==> src/uirq_cfg.svh <==
`ifndef UIRQ_CFG_SVH
`define UIRQ_CFG_SVH

// register word indices; byte address is four times the index
`define UIRQ_RISE_WR      8'h0D
`define UIRQ_RISE_SET     8'h0E
`define UIRQ_RISE_CLR     8'h0F
`define UIRQ_FALL_WR      8'h10
`define UIRQ_FALL_SET     8'h11
`define UIRQ_FALL_CLR     8'h12
`define UIRQ_STATUS       8'h13
`define UIRQ_LATCH        8'h14
`define UIRQ_LINE_VIEW    8'h15
`define UIRQ_SCR_WR       8'h16
`define UIRQ_SCR_SET      8'h17
`define UIRQ_SCR_CLR      8'h18
`define UIRQ_ACC_WR       8'h19
`define UIRQ_ACC_SET      8'h1A
`define UIRQ_ACC_CLR      8'h1B
`define UIRQ_AIE_WR       8'h1D
`define UIRQ_AIE_SET      8'h1E
`define UIRQ_AIE_CLR      8'h1F
`define UIRQ_MODE_CTRL    8'h20
`define UIRQ_HOLE         8'h1C

// reset values
`define UIRQ_EDGE_EN_RST  8'h1F
`define UIRQ_SCR_RST      8'h00
`define UIRQ_ACC_RST      8'h00
`define UIRQ_AIE_RST      8'h00

// field positions and masks
`define UIRQ_SRC_MASK     8'h1F
`define UIRQ_VBUS_BIT     1
`define UIRQ_SEND_BIT     3
`define UIRQ_ACC_MASK     8'hFE
`define UIRQ_AIE_MASK     8'h07
`define UIRQ_IDGND_BIT    1
`define UIRQ_TXD_BIT      2
`define UIRQ_RXD_BIT      3
`define UIRQ_SPKL_BIT     4
`define UIRQ_SPKR_BIT     5
`define UIRQ_MIC_BIT      6
`define UIRQ_D2TRI_BIT    7
`define UIRQ_FLT_ON_BIT   0
`define UIRQ_FLT_OFF_BIT  1
`define UIRQ_VDAT_BIT     2

`endif

==> src/uirq_pkg.sv <==
package uirq_pkg;
    typedef logic [7:0] uirq_byte_t;
    typedef logic [4:0] uirq_src_t;
    typedef enum logic [1:0] {
        UIRQ_WR_LOAD,
        UIRQ_WR_SET,
        UIRQ_WR_CLR,
        UIRQ_WR_NONE
    } uirq_wop_e;
endpackage : uirq_pkg

==> src/uirq_regs.sv <==
`timescale 1ns/1ps
`include "uirq_cfg.svh"

// Operation
// - falling enables readable 10h-12h; write loads, 11h sets, 12h clears
// - falling enable bits 0-4 cover five sources, all default one
// - status byte at 13h shows live comparator outputs
// - vbus status reads zero when both its edge enables are set
// - session end status reads zero when both edge enables set
// - session valid status always shows the live comparator
// - latch at 14h sets on enabled edges, clears on read
// - debug byte at 15h shows line state in bits 1:0
// - scratch byte at 16h-18h with load/set/clear, no side effect
// - carkit control at 19h-1Bh with load/set/clear, bit 0 zero
// - data pin 1 held high while receive routing is off
// - bit 2 routes data0 to DM, bit 3 routes DP to data1
// - bit 1 drives the ID pin to ground
// - bit 4 connects DM to the left speaker pin
// - DP connects to right speaker while bit 5 or 6 set
// - bit 7 tristates data pin 2 in carkit mode, else drives zero
// - uart data also reaches the left speaker pin when bits 2 and 4 are both on
// - single-ended receivers off while any audio switch is on
// - carkit irq enables at 1Dh-1Fh, float on and float off
// - enable bit 2 raises alt interrupt on any vdat change
// - rising enables at 0Dh-0Fh, same five sources, default one
// - carkit entry bit cleared by the device on mode exit
module uirq_regs
    import uirq_pkg::*;
(
    // clock and reset
    input  wire logic               clk_i,
    input  wire logic               rst_i,
    // wishbone slave
    input  wire logic               cyc_i,
    input  wire logic               stb_i,
    input  wire logic               we_i,
    input  wire logic [7:0]         adr_i,
    input  wire logic [3:0]         sel_i,
    input  wire logic [31:0]        dat_i,
    output logic      [31:0]        dat_o,
    output logic                    ack_o,
    output logic                    err_o,
    // comparators and line
    input  wire uirq_pkg::uirq_src_t src_i,
    input  wire logic [1:0]         line_state_i,
    input  wire logic               id_float_i,
    input  wire logic               vdat_det_i,
    input  wire logic               accessory_exit_i,
    input  wire logic               uart_txd_i,
    input  wire logic               dp_rx_i,
    // switches and pins
    output logic                    irq_event_o,
    output logic                    alt_int_o,
    output logic                    accessory_mode_entry_o,
    output logic                    id_pin_ground_drive_o,
    output logic                    dm_txd_route_o,
    output logic                    dm_txd_o,
    output logic                    dp_rxd_route_o,
    output logic                    data1_o,
    output logic                    data2_o,
    output logic                    data2_oe_o,
    output logic                    left_audio_pin_o,
    output logic                    right_audio_pin_o,
    output logic                    se_rx_enable_o
);
    import uirq_pkg::*;

    // adr_i is the word index (byte address bits 9:2)
    uirq_byte_t rise_en;
    uirq_byte_t fall_en;
    uirq_byte_t latch;
    uirq_byte_t scratch;
    uirq_byte_t acc_ctrl;
    uirq_byte_t acc_ie;
    uirq_src_t  src_q;
    logic       float_q;
    logic       vdat_q;
    logic       mode_q;

    function automatic uirq_byte_t upd(input uirq_byte_t cur,
                                       input uirq_byte_t wd,
                                       input uirq_wop_e op,
                                       input uirq_byte_t mask);
        uirq_byte_t r;
        case (op)
            UIRQ_WR_LOAD: r = wd;
            UIRQ_WR_SET:  r = cur | wd;
            UIRQ_WR_CLR:  r = cur & ~wd;
            default:      r = cur;
        endcase
        return r & mask;
    endfunction : upd

    function automatic uirq_wop_e wop(input logic [7:0] a,
                                      input logic [7:0] base);
        uirq_wop_e r;
        if (a == base) begin
            r = UIRQ_WR_LOAD;
        end else if (a == base + 8'h01) begin
            r = UIRQ_WR_SET;
        end else if (a == base + 8'h02) begin
            r = UIRQ_WR_CLR;
        end else begin
            r = UIRQ_WR_NONE;
        end
        return r;
    endfunction : wop

    wire logic       req    = cyc_i & stb_i & ~ack_o & ~err_o;
    wire logic       wr_ok  = req & we_i & sel_i[0];
    wire uirq_byte_t wdat   = dat_i[7:0];
    wire logic       in_rng = (adr_i >= `UIRQ_RISE_WR) &&
                              (adr_i <= `UIRQ_MODE_CTRL) &&
                              (adr_i != `UIRQ_HOLE);
    wire uirq_wop_e  op_r   = wr_ok ? wop(adr_i, `UIRQ_RISE_WR)
                                    : UIRQ_WR_NONE;
    wire uirq_wop_e  op_f   = wr_ok ? wop(adr_i, `UIRQ_FALL_WR)
                                    : UIRQ_WR_NONE;
    wire uirq_wop_e  op_s   = wr_ok ? wop(adr_i, `UIRQ_SCR_WR)
                                    : UIRQ_WR_NONE;
    wire uirq_wop_e  op_a   = wr_ok ? wop(adr_i, `UIRQ_ACC_WR)
                                    : UIRQ_WR_NONE;
    wire uirq_wop_e  op_i   = wr_ok ? wop(adr_i, `UIRQ_AIE_WR)
                                    : UIRQ_WR_NONE;
    wire logic       wr_mode = wr_ok && adr_i == `UIRQ_MODE_CTRL;

    // edge detection on synchronous comparator inputs
    wire uirq_src_t rise_ev = src_i & ~src_q & rise_en[4:0];
    wire uirq_src_t fall_ev = ~src_i & src_q & fall_en[4:0];
    wire uirq_src_t any_ev  = rise_ev | fall_ev;
    wire logic rd_latch = req & ~we_i && adr_i == `UIRQ_LATCH;

    // live status with the two masked bits
    wire logic vbus_mask = rise_en[`UIRQ_VBUS_BIT] & fall_en[`UIRQ_VBUS_BIT];
    wire logic send_mask = rise_en[`UIRQ_SEND_BIT] & fall_en[`UIRQ_SEND_BIT];
    wire uirq_byte_t status = {3'h0,
        src_i[4],
        src_i[3] & ~send_mask,
        src_i[2],
        src_i[1] & ~vbus_mask,
        src_i[0]};

    wire logic flt_ev = (id_float_i & ~float_q & acc_ie[`UIRQ_FLT_ON_BIT]) |
                        (~id_float_i & float_q & acc_ie[`UIRQ_FLT_OFF_BIT]);
    wire logic vdat_ev = (vdat_det_i ^ vdat_q) &
                         acc_ie[`UIRQ_VDAT_BIT];

    logic [7:0] rd_mux;
    always_comb begin
        case (adr_i)
            `UIRQ_RISE_WR, `UIRQ_RISE_SET, `UIRQ_RISE_CLR: rd_mux = rise_en;
            `UIRQ_FALL_WR, `UIRQ_FALL_SET, `UIRQ_FALL_CLR:
                rd_mux = fall_en;
            `UIRQ_STATUS:    rd_mux = status;
            `UIRQ_LATCH:     rd_mux = latch;
            `UIRQ_LINE_VIEW: rd_mux = {6'h00, line_state_i};
            `UIRQ_SCR_WR, `UIRQ_SCR_SET, `UIRQ_SCR_CLR:
                rd_mux = scratch;
            `UIRQ_ACC_WR, `UIRQ_ACC_SET, `UIRQ_ACC_CLR:
                rd_mux = acc_ctrl;
            `UIRQ_AIE_WR, `UIRQ_AIE_SET, `UIRQ_AIE_CLR:
                rd_mux = acc_ie;
            `UIRQ_MODE_CTRL: rd_mux = {7'h00, mode_q};
            default:         rd_mux = 8'h00;
        endcase
    end

    // pin routing, combinational from the control byte
    wire logic audio_on = acc_ctrl[`UIRQ_SPKL_BIT] |
                          acc_ctrl[`UIRQ_SPKR_BIT] |
                          acc_ctrl[`UIRQ_MIC_BIT];
    wire logic uart_dm  = acc_ctrl[`UIRQ_TXD_BIT] ? uart_txd_i : 1'b0;
    wire logic dp_r_on  = acc_ctrl[`UIRQ_SPKR_BIT] |
                          acc_ctrl[`UIRQ_MIC_BIT];

    // named next values for the registered pins
    wire logic next_data1    = acc_ctrl[`UIRQ_RXD_BIT] ? dp_rx_i : 1'b1;
    wire logic next_data2_oe = ~(mode_q & acc_ctrl[`UIRQ_D2TRI_BIT]);
    wire logic next_left     = acc_ctrl[`UIRQ_SPKL_BIT] & uart_dm;
    wire logic next_right    = dp_r_on & dp_rx_i;
    wire logic [31:0] next_dat = (req & ~we_i) ? {24'h00_0000, rd_mux}
                                               : 32'h0000_0000;

    always_ff @(posedge clk_i) begin
        if (rst_i) begin
            rise_en <= `UIRQ_EDGE_EN_RST;
        end else begin
            rise_en <= upd(rise_en, wdat, op_r, `UIRQ_SRC_MASK);
        end
    end

    always_ff @(posedge clk_i) begin
        if (rst_i) begin
            fall_en <= `UIRQ_EDGE_EN_RST;
        end else begin
            fall_en <= upd(fall_en, wdat, op_f, `UIRQ_SRC_MASK);
        end
    end

    always_ff @(posedge clk_i) begin
        if (rst_i) begin
            scratch <= `UIRQ_SCR_RST;
        end else begin
            scratch <= upd(scratch, wdat, op_s, 8'hFF);
        end
    end

    always_ff @(posedge clk_i) begin
        if (rst_i) begin
            acc_ctrl <= `UIRQ_ACC_RST;
        end else begin
            acc_ctrl <= upd(acc_ctrl, wdat, op_a, `UIRQ_ACC_MASK);
        end
    end

    always_ff @(posedge clk_i) begin
        if (rst_i) begin
            acc_ie <= `UIRQ_AIE_RST;
        end else begin
            acc_ie <= upd(acc_ie, wdat, op_i, `UIRQ_AIE_MASK);
        end
    end

    // a new event wins over the clearing read
    always_ff @(posedge clk_i) begin
        if (rst_i) begin
            latch <= 8'h00;
        end else begin
            latch <= (rd_latch ? 8'h00 : latch) |
                     {3'h0, any_ev};
        end
    end

    // exit from the accessory mode beats a software write in the same cycle
    always_ff @(posedge clk_i) begin
        if (rst_i) begin
            mode_q <= 1'b0;
        end else if (accessory_exit_i) begin
            mode_q <= 1'b0;
        end else if (wr_mode) begin
            mode_q <= wdat[0];
        end
    end

    // history flops run through reset: a level already high when reset
    // ends raises no false edge
    always_ff @(posedge clk_i) begin
        src_q   <= src_i;
        float_q <= id_float_i;
        vdat_q  <= vdat_det_i;
    end

    always_ff @(posedge clk_i) begin
        if (rst_i) begin
            ack_o <= 1'b0;
            err_o <= 1'b0;
        end else begin
            ack_o <= req & in_rng;
            err_o <= req & ~in_rng;
        end
    end

    always_ff @(posedge clk_i) begin
        if (rst_i) begin
            dat_o <= 32'h0000_0000;
        end else begin
            dat_o <= next_dat;
        end
    end

    // each pin output leaves its own flip-flop, one cycle behind its source
    always_ff @(posedge clk_i) begin
        if (rst_i) begin
            irq_event_o <= 1'b0;
        end else begin
            irq_event_o <= |any_ev;
        end
    end

    always_ff @(posedge clk_i) begin
        if (rst_i) begin
            alt_int_o <= 1'b0;
        end else begin
            alt_int_o <= flt_ev | vdat_ev;
        end
    end

    always_ff @(posedge clk_i) begin
        if (rst_i) begin
            accessory_mode_entry_o <= 1'b0;
        end else begin
            accessory_mode_entry_o <= mode_q;
        end
    end

    always_ff @(posedge clk_i) begin
        if (rst_i) begin
            id_pin_ground_drive_o <= 1'b0;
        end else begin
            id_pin_ground_drive_o <= acc_ctrl[`UIRQ_IDGND_BIT];
        end
    end

    always_ff @(posedge clk_i) begin
        if (rst_i) begin
            dm_txd_route_o <= 1'b0;
        end else begin
            dm_txd_route_o <= acc_ctrl[`UIRQ_TXD_BIT];
        end
    end

    always_ff @(posedge clk_i) begin
        if (rst_i) begin
            dm_txd_o <= 1'b0;
        end else begin
            dm_txd_o <= uart_dm;
        end
    end

    always_ff @(posedge clk_i) begin
        if (rst_i) begin
            dp_rxd_route_o <= 1'b0;
        end else begin
            dp_rxd_route_o <= acc_ctrl[`UIRQ_RXD_BIT];
        end
    end

    always_ff @(posedge clk_i) begin
        if (rst_i) begin
            data1_o <= 1'b1;
        end else begin
            data1_o <= next_data1;
        end
    end

    always_ff @(posedge clk_i) begin
        if (rst_i) begin
            data2_o <= 1'b0;
        end else begin
            data2_o <= 1'b0;
        end
    end

    always_ff @(posedge clk_i) begin
        if (rst_i) begin
            data2_oe_o <= 1'b1;
        end else begin
            data2_oe_o <= next_data2_oe;
        end
    end

    always_ff @(posedge clk_i) begin
        if (rst_i) begin
            left_audio_pin_o <= 1'b0;
        end else begin
            left_audio_pin_o <= next_left;
        end
    end

    always_ff @(posedge clk_i) begin
        if (rst_i) begin
            right_audio_pin_o <= 1'b0;
        end else begin
            right_audio_pin_o <= next_right;
        end
    end

    always_ff @(posedge clk_i) begin
        if (rst_i) begin
            se_rx_enable_o <= 1'b1;
        end else begin
            se_rx_enable_o <= ~audio_on;
        end
    end

endmodule : uirq_regs

==> config.mk <==
export PLATFORM = sky130hd
export DESIGN_NAME = uirq_regs
export DESIGN_NICKNAME = d
export VERILOG_FILES = /design/src/uirq_pkg.sv /design/src/uirq_regs.sv
export VERILOG_INCLUDE_DIRS = /design/src /design/src/src
export SDC_FILE = /design/constraint.sdc
export NUM_CORES = 1
export LEC_CHECK = 0
export ABC_AREA = 1
export BUFFER_PORTS_ARGS = -buffer_cell sky130_fd_sc_hd__buf_2
export CAP_MARGIN = 25
export CORE_MARGIN = 3
export CORE_UTILIZATION = 42
export DETAILED_ROUTE_END_ITERATION = 6
export GPL_TIMING_DRIVEN = 0
export PLACE_DENSITY = 0.7
export REMOVE_ABC_BUFFERS = 1
export SYNTH_ARGS = -nofsm -noshare
export SYNTH_HDL_FRONTEND = slang
export SYNTH_SLANG_ARGS = --single-unit
export TNS_END_PERCENT = 1
==> constraint.sdc <==
create_clock -name clk_i -period 2.2 [get_ports clk_i]
set_clock_uncertainty 0.05 [all_clocks]
set_input_delay 0.22 -clock clk_i [delete_from_list [all_inputs] [get_ports clk_i]]
set_output_delay 0.22 -clock clk_i [all_outputs]
set_load 0.005 [all_outputs]
# [Word-level counts from Yosys, hierarchy flattened]
# Index checks and enable logic that the tools add are counted.
[totals] wordCells=167 reg_bits=91 output_inout_bits=47 inputBits=61
[op_classes] magnitude_cmp=2 bitwise=57 n_mux=28 n_eq_ne=30 n_reduce_logical=23
[op_table] operator="$eq 8x5->1 const B" count=15
[op_table] operator="$pmux 8 s9" count=1
[op_table] operator="$pmux 8 s3" count=2
[op_table] operator="$and 5x5->5" count=6
[op_table] operator="$mux 2" count=15
[op_table] operator="$pmux 5 s3" count=2
[op_table] operator="$eq 8x4->1 const B" count=3
[op_table] operator="$and 1x1->1" count=20
[op_table] operator="$and 8x8->8" count=2
[op_table] operator="$or 8x8->8" count=2
[op_table] operator="$or 5x5->5" count=3
[op_table] operator="$reduce_bool 3->1" count=5
[op_table] operator="$reduce_or 3->1" count=5
[op_table] operator="$not 1->1" count=12
[op_table] operator="$eq 2x1->1 const B" count=5
[op_table] operator="$eq 2x2->1 const B" count=5
[op_table] operator="$logic_not 2->1" count=5
[op_table] operator="$not 5->5" count=2
[op_table] operator="$pmux 3 s3" count=1
[op_table] operator="$eq 8x6->1 const B" count=1
[op_table] operator="$ge 8x4->1 const B" count=1
[op_table] operator="$le 8x6->1 const B" count=1
[op_table] operator="$mux 8" count=1
[op_table] operator="$ne 8x5->1 const B" count=1
[op_table] operator="10 further kinds" count=24

# [Logic depth before layout (Yosys ltp)]
[depth] depth_word=8 ltp_mapped=15 mapped_depth_nobuf=14

# [Worst setup path after synthesis]
# No wires, ideal clock.
[synth_timing] path_kind="flip-flop to flip-flop" from="reg ack_o" to="reg rise_en[0]" path_buffers=1 stages_incl_launch_ff=16 arrival_time_ns=1.897 setup_time_ns=0.136 slack_ns=0.117 synth_period_minus_slack_ns=2.083 required_time_ns=2.014 path_cell_list="dfxtp_1 -> nor2_1 -> nand3_2 -> nor2_2 -> inv_1 -> nor2_4 -> buf_6 -> inv_2 -> nor2_4 -> inv_1 -> ha_1 -> inv_1 -> nor2_1 -> o21ai_0 -> nand3_1 -> o211ai_1"
[synth_via] elab_chain_cells=8 word_cells_on_any_way=11 classes_between="eq/ne (2); mux (2); bitwise (5); reduce/logical (2)"
[synth_rtl] item="start, declared" line_no="uirq_regs.sv:41" rtl="output logic ack_o,"
[synth_rtl] item="start signal, assigned" line_no="uirq_regs.sv:258" rtl="ack_o <= req & in_rng;"
[synth_rtl] item="$not 1->1 *" line_no="uirq_regs.sv:109" rtl="wire logic req = cyc_i & stb_i & ~ack_o & ~err_o;"
[synth_rtl] item="$and 1x1->1 * (2 in a row)" line_no="uirq_regs.sv:109"
[synth_rtl] item="$and 1x1->1 * (2 in a row)" line_no="uirq_regs.sv:110" rtl="wire logic wr_ok = req & we_i & sel_i[0];"
[synth_rtl] item="$mux 2 *" line_no="uirq_regs.sv:115" rtl="wire uirq_wop_e op_r = wr_ok ? wop(adr_i, `UIRQ_RISE_WR)"
[synth_rtl] item="$eq 2x2->1, or another cell as far along" line_no="uirq_regs.sv:85" rtl="case (op)"
[synth_rtl] item="$pmux 5 s3 or $reduce_bool 3->1 (tied branches)"
[synth_rtl] item="end signal, assigned" line_no="uirq_regs.sv:186" rtl="rise_en <= `UIRQ_EDGE_EN_RST;"
[synth_rtl] item="end signal, assigned" line_no="uirq_regs.sv:188" rtl="rise_en <= upd(rise_en, wdat, op_r, `UIRQ_SRC_MASK);"
[synth_rtl] item="end, declared" line_no="uirq_regs.sv:69" rtl="uirq_byte_t rise_en;"
# Every way passes the cells marked *; elsewhere a longest branch is shown, timed or not.
# A chain may end at the register's enable or synchronous reset.

# [Final worst setup path]
[layout_timing] from="reg ack_o" to="reg rise_en[2]"
# The elaborated chain is that of the path after synthesis.

==> key figures <==
Final layout
  • Final net count: 648
  • Area growth from synthesis to layout: 17.1%
  • Final instance area: 4090 um^2
  • Diode count: 0
  • Layout cell share with drive strength beyond 1: 0.195
  • Fin util: 0.518

Placement
  • Gp weighted congestion: 0.863
  • Cell Area, Placed: 3750 um^2
  • Dpl hpwl: 6550 um
  • Port Buffers: 55

Drt
  • Final ANT Viol Nets: 0
  • Vias/cell: 5.05
  • Post-route DRC: 0
  • Via Count: 3,446
  • 1st-iter DRT viols: 298
  • Wire length per cell: 13.5 um
  • Final wirelength: 9230 um
  • Drt pass-1 iters: 5

Global routing
  • Largest net degree at the start of global routing: 27
  • GR Overflow Total: 0
  • Vias in the first global route: 3,200
  • Global-route wire length before repair: 15,100 um
  • Total track usage: 0.196
  • Initial antenna violation count: 0

Logic synthesis
  • Synth Cell Area: 3490 um^2
  • Cells after synthesis: 505
  • Netlist cell types: 33
  • EDFF count, synth: 0
  • Seq cells post-synth: 63
  • Cells taking the most area after synthesis: dfxtp_1 (36%), nand2_1 (10%), inv_1 (7.0%)
  • Syn. warnings: 0
  • Yosys top cell area share: 0.361
  • Mean Syn Cell Area: 6.91 um^2
  • Most numerous cell in the Yosys netlist: nand2_1
  • Top_reg_cell synth: dfxtp_1
  • Synth cell count leaders: nand2_1 (96), inv_1 (65), dfxtp_1 (63), nor2_1 (63), o21ai_0 (46)
  • Seq/Total Area, Yosys: 0.361
  • Yosys top cell by area: dfxtp_1
  • Ys async rst share: 0

Outcome
  • Status: completed

Clock tree
  • Root Buffer: clkbuf_8
  • Clk pin slew, worst setup/hold paths: 0.07 ns
  • Clock buffer depth: 2
  • Clock sink count: 63
  • H-Tree Depth: 3
  • CTS tree: yes
  • Worst-Skew Late Latency: 0.36 ns
  • Num CTS Buffers: 9

Floorplan
  • Die ar.: 9440 um^2
  • Core ar.: 7890 um^2
  • Initial Utilization: 0.442
  • Die width: 97.2 um
  • I/O pin total: 108
  • Die height: 97.2 um
  • # rows: 32

STA
  • Fin Setup TNS: 0 ns
  • Share of the clock period used by the worst path: 0.966
  • Worst Tran Pin Value: 0.780 ns
  • RSZ-0062 raised after global routing: true
  • # setup viols final: 0
  • Final Hold Fails: 0
  • Final min period: 2.12 ns
  • Fmax achieved: 471 MHz
  • Slew HR: 0.479
  • Slew Limit Fails: 0

Setup path
  • CP endpoint kind: register
  • Critical Path Source Type: register
  • Worst Path Class, Setup: register to register
  • CP Data Required Time: 2.35 ns
  • Worst Path Arrival: 2.27 ns
  • Crit Path Max Fanout: 6

Pwr
  • LEAKAGE: 1.93 nW
  • Peak VDD IR: 0.243 mV
  • Cell area power density: 554 nW/um^2

Flow run
  • Max Cap Violations: 0

Worst hold path
  • Hold WC Path Type: input port to register
## final timing paths
kind	slack [ns]	cells after the start	end	startpoint
max	0.08	14	rise_en[2]	ack_o
min	0.04	3	dm_txd_o	uart_txd_i
max reg2reg	0.08	14	rise_en[2]	ack_o
min reg2reg	0.38	1	data2_oe_o	mode_q
## per-layer routing
| metal | global-route usage | up-vias | share of wire |
|---|---|---|---|
| li1 | - | 1733 | - |
| met1 | 0.255 | 1541 | 0.45 |
| met2 | 0.305 | 156 | 0.45 |
| met3 | 0.0589 | 16 | 0.087 |
| met4 | 0.0778 | 0 | 0.020 |
| met5 | 0 | - | 0 |
## sequential cells by signal, summed over array words and instances (netlist names), 3 cells and up
register and count:
fall_en 5, acc_ctrl 7, rise_en 5, src_q 5, acc_ie 3, scratch 8, latch 5, dat_o 8
## logic make-up after synthesis
kind of cell               synth area share
AOI/OAI and AO/OA                     0.147
xor gates and xnor gates            0.00251
adders and majority gates            0.0430
buffers and inverters                 0.141
DFF                                   0.361
other                               0.00107
and+or+nand+nor                       0.305
## through the flow
stage,setup slack [ns],hold WS (ns),power [mW],instances
3_3_place_gp,-0.469,0.287,1.36,652
4_1_cts,0.0219,0.0365,2.26,678
6_report,0.0751,0.0448,2.26,682
5_1_grt,-0.0965,0.0385,2.35,682
3_5_place_dp,-0.538,0.288,1.37,652
2_1_floorplan,0.0435,0.198,1.29,495
## timing repair
action	CTS	global route
gates resized for setup	4	21
setup endpoints to repair	16	21
cloned	1	0
setup buffers	1	4
endpoints found under the hold margin	8	0
hold buffers	8	0
pin swaps	2	5
## report_power, final
group | total, mW | switching (mW) | internal (mW)
sequential | 1.17 | 0.00893 | 1.16
clock | 0.897 | 0.495 | 0.402
combinational | 0.200 | 0.133 | 0.0674
total | 2.26 | 0.637 | 1.63
## worst max-delay path, cell delays in order (launching register included)
cell,delay (ns)
dfxtp_1,0.32
nor2_2,0.11
nand3_2,0.12
nor2_4,0.20
inv_2,0.09
nor2_4,0.12
inv_2,0.07
nor2_4,0.08
inv_1,0.07
ha_1,0.28
inv_2,0.07
nor2_4,0.15
o21ai_1,0.09
nand3_1,0.08
o211ai_1,0.09
## cell usage in the layout (no fill, tap or decap), types with 3 or more instances in the layout
cell,count
nor2_2,8
dfxtp_1,63
dlygate4sd3_1,8
o21ai_0,40
o311ai_0,4
nor2_1,57
nand4_1,13
nand3_1,41
nor3_1,3
clkbuf_8,9
a31oi_1,3
clkinv_2,3
inv_1,61
nor2_4,8
inv_2,7
ha_1,10
a21oi_1,27
nand2_1,94
conb_1,25
clkinvlp_4,3
o21ai_1,6
nand2_2,6
buf_4,5
o211ai_1,4
buf_2,55
## layout make-up
class / count / area (um^2)
multi-input cells: 364 / 1880
repair buffers: 68 / 393
clock buffers: 10 / 128
flip-flops and latches: 63 / 1260
clock inverters: 6 / 37.5
well taps: 102 / 128
inverters: 69 / 259
fillers: 799 / 3800
No activity file was read; power rests on OpenSTA's default activity.
